`config.mk`:
```
export PLATFORM = sky130hd
export DESIGN_NAME = reset_config_byte_fetch
export DESIGN_NICKNAME = d
export VERILOG_FILES = /design/src/hw/rcf_pkg.sv /design/src/hw/reset_config_byte_fetch.sv /design/src/hw/rcf_wait_decode.sv
export VERILOG_INCLUDE_DIRS = /design/src /design/src/hw
export SDC_FILE = /design/constraint.sdc
export NUM_CORES = 1
export LEC_CHECK = 0
export BUFFER_PORTS_ARGS = -buffer_cell sky130_fd_sc_hd__buf_2
export CAP_MARGIN = 30
export CORE_ASPECT_RATIO = 1.1
export CORE_MARGIN = 2
export CORE_UTILIZATION = 44
export CTS_CLUSTER_SIZE = 24
export DETAILED_ROUTE_END_ITERATION = 12
export GPL_ROUTABILITY_DRIVEN = 0
export GPL_TIMING_DRIVEN = 0
export PLACE_DENSITY = 0.95
export SLEW_MARGIN = 0
export SYNTH_ARGS = -nofsm -noshare
export SYNTH_HDL_FRONTEND = slang
export SYNTH_SLANG_ARGS = --single-unit
```
`constraint.sdc`:
```
create_clock -name ref_clk -period 4.2 [get_ports ref_clk]
set_input_delay 0.42 -clock ref_clk [delete_from_list [all_inputs] [get_ports ref_clk]]
set_output_delay 0.42 -clock ref_clk [all_outputs]
set_load 0.02 [all_outputs]
```
`src/hw/rcf_params.svh`:
```
// What this block does
// - At reset the block loads the memory interface, opcode mode, stack frame and code map settings.
// - Only the low byte at FF:FFF8h and the high byte at FF:FFF9h are used; other array bytes are ignored.
// - With external configuration the top eight addresses hold an eight-byte array that the memory must supply.
// - With the select input low both bytes are fetched over the external bus.
// - With the select input high the bytes come from on-chip memory and no external fetch is made.
// - With on-chip configuration the top eight external addresses stay ordinary memory.
// - Parts with masked on-chip program memory keep their configuration on chip.
// - The low byte is fetched twice and port 2 bit 1 low during the first fetch selects page mode.
// - The frame setting makes interrupts push two or four bytes and the return pops the same count.
// - A cleared code map bit maps the upper 16 Kbytes of on-chip code into region 00.
`ifndef RCF_PARAMS_SVH
`define RCF_PARAMS_SVH
`define RCF_ADDR_LOW      24'hFFFFF8
`define RCF_ADDR_HIGH     24'hFFFFF9
`define RCF_CFG_RESET     8'hFF
`define RCF_B0_WSA_HI     6
`define RCF_B0_WSA_LO     5
`define RCF_B0_XALE       4
`define RCF_B0_RD1        3
`define RCF_B0_RD0        2
`define RCF_B0_PAGE       1
`define RCF_B0_SRC        0
`define RCF_B1_INTERRUPT_FRAME_WIDTH       4
`define RCF_B1_WSB        3
`define RCF_B1_WSB_HI     2
`define RCF_B1_WSB_LO     1
`define RCF_B1_CODE_UPPER_MAP_N       0
`define RCF_FRAME_SHORT   3'h2
`define RCF_FRAME_LONG    3'h4
`define RCF_WAIT_REGION01 2'h1
`define RCF_REGION_A      0
`define RCF_REGION_B      1
`define RCF_WAIT_REGIONS  2
`endif

```
`src/hw/rcf_pkg.sv`:
```
package rcf_pkg;
	typedef enum logic [2:0] {
		ST_START,
		ST_LOW_FIRST,
		ST_LOW_SECOND,
		ST_HIGH,
		ST_DONE
	} rcf_state_e;
	typedef logic [1:0] rcf_wait_t;
endpackage : rcf_pkg

```
`src/hw/reset_config_byte_fetch.sv`:
```
`timescale 1ns/1ps
`default_nettype none
`include "rcf_params.svh"
module reset_config_byte_fetch (
	input  wire logic        ref_clk,
	input  wire logic        reset,
	input  wire logic        externalAccessSelectN,
	input  wire logic [7:0]  onchipCfgLow,
	input  wire logic [7:0]  onchipCfgHigh,
	output logic             memReq,
	output logic [23:0]      memAddr,
	output logic             memPageMode,
	input  wire logic        memAck,
	input  wire logic [7:0]  memData,
	input  wire logic        port2Bit1,
	output logic             coreRelease,
	output logic             pageModeN,
	output logic             sourceMode,
	output logic             aleExtendN,
	output logic [1:0]       strobeRangeSel,
	output logic [1:0]       waitStatesA,
	output logic [1:0]       waitStatesB,
	output logic             waitRegion01N,
	output logic [2:0]       interruptFrameBytes,
	output logic             codeUpperMapEn,
	output logic             topArrayReserved
);
	// ------------------------------------------------------------
	// Fetch sequencer
	// ------------------------------------------------------------
	rcf_pkg::rcf_state_e stateFf;
	rcf_pkg::rcf_state_e nxtState;
	logic [7:0]          cfgLowFf;
	logic [7:0]          cfgHighFf;
	logic                pageSeenFf;
	logic                extSelFf;
	logic                extStep;
	logic                loadOnchip;
	logic                loadLow;
	logic                loadHigh;
	logic [7:0]          nxtCfgLow;
	logic [7:0]          nxtCfgHigh;
	logic [1:0]          waitSelN [`RCF_WAIT_REGIONS];
	logic [1:0]          waitNext [`RCF_WAIT_REGIONS];
	logic [1:0]          waitAFf;
	logic [1:0]          waitBFf;
	logic [2:0]          frameBytesFf;
	logic                mapEnFf;

	function automatic logic [1:0] selPair(
		input logic [7:0] cfgByte,
		input int         hiPos,
		input int         loPos
	);
		selPair = {cfgByte[hiPos], cfgByte[loPos]};
	endfunction : selPair

	// The pin is sampled once after reset; a mid-fetch change would mix sources.
	always_ff @(posedge ref_clk)
	begin
		if (reset)
			extSelFf <= 1'b0;
		else if (stateFf == rcf_pkg::ST_START)
			extSelFf <= ~externalAccessSelectN;
	end

	assign extStep = memAck;

	always_comb
	begin
		nxtState = stateFf;
		unique case (stateFf)
			rcf_pkg::ST_START:
				nxtState = externalAccessSelectN ? rcf_pkg::ST_DONE : rcf_pkg::ST_LOW_FIRST;
			rcf_pkg::ST_LOW_FIRST:
				if (extStep)
					nxtState = rcf_pkg::ST_LOW_SECOND;
			rcf_pkg::ST_LOW_SECOND:
				if (extStep)
					nxtState = rcf_pkg::ST_HIGH;
			rcf_pkg::ST_HIGH:
				if (extStep)
					nxtState = rcf_pkg::ST_DONE;
			rcf_pkg::ST_DONE:
				nxtState = rcf_pkg::ST_DONE;
		endcase
	end

	always_ff @(posedge ref_clk)
	begin
		if (reset)
			stateFf <= rcf_pkg::ST_START;
		else
			stateFf <= nxtState;
	end

	// ------------------------------------------------------------
	// External bus request
	// ------------------------------------------------------------
	always_comb
	begin
		memReq  = 1'b0;
		memAddr = `RCF_ADDR_LOW;
		unique case (stateFf)
			rcf_pkg::ST_LOW_FIRST,
			rcf_pkg::ST_LOW_SECOND:
			begin
				memReq  = 1'b1;
				memAddr = `RCF_ADDR_LOW;
			end
			rcf_pkg::ST_HIGH:
			begin
				memReq  = 1'b1;
				memAddr = `RCF_ADDR_HIGH;
			end
			default:
			begin
				memReq  = 1'b0;
				memAddr = `RCF_ADDR_LOW;
			end
		endcase
	end

	assign memPageMode = pageSeenFf;

	always_ff @(posedge ref_clk)
	begin
		if (reset)
			pageSeenFf <= 1'b0;
		else if (stateFf == rcf_pkg::ST_LOW_FIRST && memAck)
			pageSeenFf <= ~port2Bit1;
	end

	// ------------------------------------------------------------
	// Load selection
	// ------------------------------------------------------------
	// Reset feeds the erased-byte value through the load path, so raw and decoded
	// settings always start from one and the same byte.
	always_comb
	begin
		loadOnchip = (stateFf == rcf_pkg::ST_START) && externalAccessSelectN;
		loadLow    = loadOnchip || ((stateFf == rcf_pkg::ST_LOW_SECOND) && memAck);
		loadHigh   = loadOnchip || ((stateFf == rcf_pkg::ST_HIGH) && memAck);
	end

	always_comb
	begin
		if (reset)
			nxtCfgLow = `RCF_CFG_RESET;
		else if (loadOnchip)
			nxtCfgLow = onchipCfgLow;
		else
			nxtCfgLow = memData;
	end

	always_comb
	begin
		if (reset)
			nxtCfgHigh = `RCF_CFG_RESET;
		else if (loadOnchip)
			nxtCfgHigh = onchipCfgHigh;
		else
			nxtCfgHigh = memData;
	end

	// ------------------------------------------------------------
	// Configuration latches
	// ------------------------------------------------------------
	always_ff @(posedge ref_clk)
	begin
		if (reset || loadLow)
			cfgLowFf <= nxtCfgLow;
	end

	always_ff @(posedge ref_clk)
	begin
		if (reset || loadHigh)
			cfgHighFf <= nxtCfgHigh;
	end

	// ------------------------------------------------------------
	// Wait-state decode
	// ------------------------------------------------------------
	// Decoding the byte on its way in lets the counts settle at the same edge
	// as the raw latch, so no setting lags the core release.
	assign waitSelN[`RCF_REGION_A] = selPair(nxtCfgLow, `RCF_B0_WSA_HI, `RCF_B0_WSA_LO);
	assign waitSelN[`RCF_REGION_B] = selPair(nxtCfgHigh, `RCF_B1_WSB_HI, `RCF_B1_WSB_LO);

	genvar region;
	generate
		for (region = `RCF_REGION_A; region < `RCF_WAIT_REGIONS; region = region + 1)
		begin : gWaitDecode
			rcf_wait_decode uWait (
				.selN       (waitSelN[region]),
				.waitStates (waitNext[region])
			);
		end
	endgenerate

	// ------------------------------------------------------------
	// Decoded settings
	// ------------------------------------------------------------
	always_ff @(posedge ref_clk)
	begin
		if (reset || loadLow)
			waitAFf <= waitNext[`RCF_REGION_A];
	end

	always_ff @(posedge ref_clk)
	begin
		if (reset || loadHigh)
			waitBFf <= waitNext[`RCF_REGION_B];
	end

	always_ff @(posedge ref_clk)
	begin
		if (reset || loadHigh)
			frameBytesFf <= nxtCfgHigh[`RCF_B1_INTERRUPT_FRAME_WIDTH] ? `RCF_FRAME_LONG : `RCF_FRAME_SHORT;
	end

	always_ff @(posedge ref_clk)
	begin
		if (reset || loadHigh)
			mapEnFf <= ~nxtCfgHigh[`RCF_B1_CODE_UPPER_MAP_N];
	end

	// ------------------------------------------------------------
	// Setting outputs
	// ------------------------------------------------------------
	assign coreRelease         = (stateFf == rcf_pkg::ST_DONE);
	assign pageModeN           = cfgLowFf[`RCF_B0_PAGE];
	assign sourceMode          = cfgLowFf[`RCF_B0_SRC];
	assign aleExtendN          = cfgLowFf[`RCF_B0_XALE];
	assign strobeRangeSel      = selPair(cfgLowFf, `RCF_B0_RD1, `RCF_B0_RD0);
	assign waitStatesA         = waitAFf;
	assign waitStatesB         = waitBFf;
	assign waitRegion01N       = cfgHighFf[`RCF_B1_WSB];
	assign interruptFrameBytes = frameBytesFf;
	assign codeUpperMapEn      = mapEnFf;
	assign topArrayReserved    = extSelFf;
endmodule : reset_config_byte_fetch
`default_nettype wire

```
`src/hw/rcf_wait_decode.sv`:
```
`timescale 1ns/1ps
`default_nettype none
`include "rcf_params.svh"
module rcf_wait_decode (
	input  wire logic [1:0] selN,
	output logic      [1:0] waitStates
);
	// Active-low pattern: inverting gives the count directly.
	assign waitStates = ~selN;
endmodule : rcf_wait_decode
`default_nettype wire

```
==> results of run 1 <==
## how the worst max path moves through the flow
stage / start / end / slack [ns] / depth (start not counted)
floorplan: stateFf[1] / cfgLowFf[0] / 2.61 / 3
global placement: memAck / cfgLowFf[4] / 2.37 / 3
detailed placement: memAck / cfgLowFf[3] / 2.30 / 3
CTS: stateFf[1] / cfgLowFf[3] / 2.31 / 3
global route: stateFf[2] / memAddr[0] / 2.22 / 4
finish: stateFf[2] / memAddr[0] / 2.32 / 4
## cell families (layout without fill, tap and decap cells)
logic type | count (synthesis) | count (layout)
buf+inv | 31 | 76
simple gates | 39 | 39
compound gates | 16 | 16
xor+xnor | 1 | 1
flops | 18 | 18
mux | 1 | 1
other cells | 2 | 24
## state kept, by name, indices dropped and copies added, names as in the netlist
name	cells
topArrayReserved	1
interruptFrameBytes	2
stateFf	3
waitStatesA	2
codeUpperMapEn	1
waitStatesB	2
cfgHighFf	1
cfgLowFf	5
memPageMode	1
## area by class of cell
type / count / area share [%]
multi-input combinational: 81 / 30.39
inverter: 1 / 0.2627
timing repair buffer: 41 / 14.36
tap: 30 / 2.627
buffer: 30 / 15.50
clock buffer: 4 / 2.539
sequential: 18 / 34.33
## layer usage
layer / wire [microns] / vias to the layer above / GRT usage, %
met5: 0 / - / 0
met4: 36 / 0 / 5.792
met3: 257 / 5 / 2.151
met2: 946 / 59 / 24.49
met1: 788 / 356 / 17.01
li1: - / 449 / -
## through the flow
stage	power (W)	cells
2_1_floorplan	0.0003509	130
3_5_place_dp	0.0003923	200
5_1_grt	0.0005186	205
3_3_place_gp	0.0003890	200
6_report	0.0004932	205
4_1_cts	0.0004936	204
## power groups by stage
| stage | clock, W | sequential [W] | combinational [W] |
|---|---|---|---|
| 2_1_floorplan | 0 | 0.000250 | 0.000101 |
| 3_3_place_gp | 0 | 0.000226 | 0.000163 |
| 3_5_place_dp | 0 | 0.000227 | 0.000166 |
| 4_1_cts | 0.000105 | 0.000222 | 0.000166 |
| 5_1_grt | 0.000113 | 0.000224 | 0.000181 |
| 6_report | 0.000104 | 0.000222 | 0.000167 |
## layout by cell type, fill, tap and decap left out, drive strengths merged
master  Yosys  routed
buf        29      70
conb        2      24
nand2      21      21
edfxtp     13      13
nor2        5       5
dfxtp       5       5
a21oi       5       5
clkbuf      1       5
a21boi      4       4
and2        3       3
and3        2       2
nand3       2       2
nor3        2       2
o21ai       2       2
inv         1       1
nor4b       1       1
or4b        1       1
nor2b       1       1
mux2i       1       1
o31ai       1       1
a31oi       1       1
nor4bb      1       1
a211oi      1       1
o21bai      1       1
o2111a      1       1
xor2        1       1
==> reports/metrics.csv, run 1 <==
metric,value,unit
synth_cells,108,
required,3.78,ns
path_buf_inv,2,
end_kind,primary output,
p_per_area,345.2,mW/mm^2
yosysMostFrequentCell,buf_4,
yosysTopAreaCell,edfxtp_1,
slowest_delay,0.41,ns
synth-seq-cells,18,
reg2regPathDepth,4,
p_int,0.0003347,W
rrSetupSlack,2.52,ns
dpl_cell_area,0.001388,sq mm
ctsResizeCount,0,
critical-path-top-delay-family,buffers and inverters,
io_buffers,40,
dieArea,0.002836,sq mm
synth_top_family_by_area,buffers and inverters,
pwr-share-comb,33.9,%
clock_latency,0.30,ns
area_growth_syn_to_layout,33.88,%
holdCritStartpoint,port2Bit1,
cap_violations,0,
rsz0062_at_grt,no,
vdd_ir_drop_max,0.1644,mV
numCtsBuffers,3,
htreeDepth,1,
antenna_cells,0,
fillers,210,
power.share.switching,32.13,%
crit_path_start_kind,register,
grt_util_all_layers,14.10,%
period_share,44.80,%
routed_wl,2029,microns
clock-sinks,18,
boundaryPins,71,
clkTransAtPathRegs,0.10,ns
crit_fanout,10,
max_freq,531.5,MHz
power.share.clock,21.1,%
pre_cts_ws,2.300,ns
final-hold-violation-count,0,
maxSlewViolCount,0,
ant_nets,0,
pwr-share-seq,45.1,%
worstPathCellList,"clkbuf_1, nor2b_1, and2_1, buf_2",
drcViolationCount,0,
cts_setup_buffers,0,
cts_tree,done,
die_w,50.96,microns
netlist.area_leader.share,36.58,%
synth.avg_cell_area,9.882,sq um
multi_input_area,434.2,sq um
clk_path_buf_depth,2,
viasPerCell,4.239,
synthArstFlopShare,0,%
arrival,1.46,ns
p_leak,0.6918,nW
num_vias,869,
netlist_top_cells_count,"buf_4, nand2_1, edfxtp_1",
r2r-start,stateFf[0],
synth.area.top_cells,"edfxtp_1, buf_4, dfxtp_1",
grt.overflow.total,0,
start_util,46.92,%
whs_endpoint,memPageMode,
grt_max_degree,11,
drt_iter0_markers,11,
synthAdderAreaFrac,0,%
rr_endpoint,cfgHighFf[3],
setup_ws,2.319,ns
cp_slowest_cell,dfxtp_1,
num_rows,18,
synth.mux.area_fraction,0.9379,%
place_hpwl,1661,microns
synth_edf_count,13,
synth_compound_area_share,12.31,%
outcome,completed,
grt_pass1_wl,3098,microns
crit_type,reg2out,
ys_types,30,
cts_root_buffer,clkbuf_4,
hp-class,in2reg,
grt_pass1_vias,747,
setup_tns,0,ns
yosys.area_share.xor_xnor,0.8206,%
design_area,0.001429,sq mm
clock_skew,0.006190,ns
finalCriticalPeriod,1.881,ns
ys_warn_count,0,
cts_hold_buf,0,
syn_area,0.001067,sq mm
ys.flop_type,edfxtp_1,
holdWs,0.2841,ns
final_core_util,62.82,%
synth-simple-area-share,18.17,%
p_switching,0.0001584,W
dr.pass1.iters,4,
seq_area_frac_synth,45.96,%
holdPathStages,2,
nets,205,
die_h,55.66,microns
setup_violations,0,
core_area,0.002275,sq mm
antenna_found_initial,0,
wl_per_cell,9.898,microns
seqCellArea,490.5,sq um
drive_gt1_share,47.43,%
Power figures use the tool's default switching activity.
==> run 2, diff against run 1 <==
--- a/config.mk
+++ b/config.mk
@@ -10,12 +10,12 @@
 export CAP_MARGIN = 30
 export CORE_ASPECT_RATIO = 1.1
 export CORE_MARGIN = 2
-export CORE_UTILIZATION = 44
+export CORE_UTILIZATION = 41
 export CTS_CLUSTER_SIZE = 24
 export DETAILED_ROUTE_END_ITERATION = 12
 export GPL_ROUTABILITY_DRIVEN = 0
 export GPL_TIMING_DRIVEN = 0
-export PLACE_DENSITY = 0.95
+export PLACE_DENSITY = 0.91
 export SLEW_MARGIN = 0
 export SYNTH_ARGS = -nofsm -noshare
 export SYNTH_HDL_FRONTEND = slang
==> constraint.sdc (replaced) <==
create_clock -name ref_clk -period 1.95 [get_ports ref_clk]
set_input_delay 0.195 -clock ref_clk [delete_from_list [all_inputs] [get_ports ref_clk]]
set_output_delay 0.195 -clock ref_clk [all_outputs]
set_load 0.02 [all_outputs]
==> reports/metrics.csv, run 2 (same netlist as run 1, synthesis figures left out) <==
metric,value,unit,change
ant_nets,0,,unchanged
grt_max_degree,11,,unchanged
finalCriticalPeriod,1.697,ns,
die_h,57.51,microns,+3.3%
final-hold-violation-count,0,,unchanged
grt_pass1_wl,3318,microns,+7.1%
dpl_cell_area,0.001389,sq mm,about the same
core_area,0.002496,sq mm,+9.7%
holdPathStages,2,,unchanged
grt_pass1_vias,830,,+11%
nets,204,,-0.49%
required,1.91,ns,-1.87 ns
top_register,cfgLowFf,,
clk_path_buf_depth,2,,unchanged
dr.pass1.iters,4,,unchanged
setup_tns,0,ns,unchanged
reg_top3,"cfgLowFf x5, stateFf x3",,
p_switching,0.0003381,W,+110%
numCtsBuffers,3,,unchanged
layout_common_cells,"buf_2, buf_4, conb_1, nand2_1, edfxtp_1",,
power.share.clock,18.0,%,-3.1 points
cap_violations,0,,unchanged
clock-sinks,18,,unchanged
clock_skew,0.003699,ns,-0.002491 ns
p_leak,0.6828,nW,-1.3%
pwr-share-comb,35.3,%,+1.4 points
maxSlewViolCount,0,,unchanged
p_per_area,721.0,mW/mm^2,+110%
die_w,52.65,microns,+3.3%
hp-class,in2reg,,
crit_type,reg2reg,,
dieArea,0.003028,sq mm,+6.7%
crit_fanout,9,,-1
grt.overflow.total,0,,unchanged
outcome,completed,,
holdWs,0.07795,ns,-0.2061 ns
crit_path_start_kind,register,,
setup_violations,0,,unchanged
num_rows,19,,+1
clock_latency,0.28,ns,-0.02 ns
final_common_cell,buf_2,,
pwr-share-seq,46.7,%,+1.6 points
boundaryPins,71,,unchanged
slew_headroom,58.77,%,
drt_iter0_markers,18,,+7
num_vias,915,,+5.3%
viasPerCell,4.463,,+5.3%
io_buffers,40,,unchanged
design_area,0.001420,sq mm,-0.61%
cts_tree,done,,
end_kind,register,,
grt_util_all_layers,14.30,%,+0.20 points
cts_setup_buffers,0,,unchanged
vdd_ir_drop_max,0.3789,mV,+130%
p_int,0.0006859,W,+100%
period_share,87.02,%,
wl_per_cell,10.32,microns,+4.3%
tightest_slew,0.6148,ns,
max_freq,589.3,MHz,
place_hpwl,1727,microns,+4.0%
final_core_util,56.89,%,-5.9 points
antenna_found_initial,0,,unchanged
cts_hold_buf,0,,unchanged
htreeDepth,1,,unchanged
antenna_cells,0,,unchanged
drive_gt1_share,47.13,%,-0.30 points
clkTransAtPathRegs,0.10,ns,about the same
cts_root_buffer,clkbuf_4,,
fillers,241,,+15%
start_util,42.76,%,-4.2 points
reg2regPathDepth,4,,unchanged
power.share.switching,33.02,%,+0.89 points
routed_wl,2116,microns,+4.3%
drcViolationCount,0,,unchanged
area_growth_syn_to_layout,33.06,%,
rsz0062_at_grt,no,,
largest_reg_flops,5,,unchanged
arrival,1.66,ns,+0.20 ns
==> run 2: cell count changes in the layout (fill, tap and decap cells not counted), sizes merged <==
cell	delta
buf	-1
==> run 2: path summary, 6_finish.rpt <==
check	end	slack (ns)	startpoint
setup / recovery	waitStatesB[0]	0.25	stateFf[0]
hold / removal	memPageMode	0.08	port2Bit1
setup reg to reg	waitStatesB[0]	0.25	stateFf[0]
hold reg to reg	memPageMode	0.51	memPageMode
==> run 2: critical path, cell delays in order, from the launching register on <==
cell and delay, ns:
dfxtp_1 0.32, buf_6 0.13, or4b_4 0.51, buf_6 0.16, nand3_1 0.26
==> run 2: power by group through the flow <==
stage,logic [W],clock network [W],registers (W)
finish,0.000362,0.000184,0.000478
global route,0.000396,0.000207,0.000482
CTS,0.000361,0.000187,0.000479
detailed placement,0.000360,0,0.000487
global placement,0.000354,0,0.000486
floorplan,0.000217,0,0.000539
==> run 2: metrics by stage <==
stage | instances | power (W) | setup slack [ns]
after global routing | 205 | 0.001085 | 0.1184
after floorplan | 130 | 0.0007559 | 0.3619
after global placement | 201 | 0.0008404 | 0.1692
after CTS | 205 | 0.001026 | 0.1158
final | 205 | 0.001024 | 0.2532
after detailed placement | 201 | 0.0008475 | 0.1267
==> run 2: area by class of cell <==
class / instances / area [sq um] / share of cell area, %
Multi-Input combinational cell: 81 / 439.2 / 30.93
Sequential cell: 18 / 490.5 / 34.54
Clock buffer: 4 / 26.28 / 1.850
Timing Repair Buffer: 40 / 200.2 / 14.10
Buffer: 30 / 221.5 / 15.59
Inverter: 1 / 3.754 / 0.2643
Tap cell: 31 / 38.79 / 2.731
==> run 2: layer usage <==
metal	wire length (microns)	GRT usage, %	vias to the layer above
met1	848	16.89	396
met5	0	0	-
met3	266	2.356	5
met4	27	5.495	0
met2	973	25.36	65
li1	-	-	449
==> run 2: timing repair <==
item | CTS | global route
hold endpoints to repair | 0 | 0
gates resized for setup | 0 | 1
setup endpoints to repair | 0 | 7
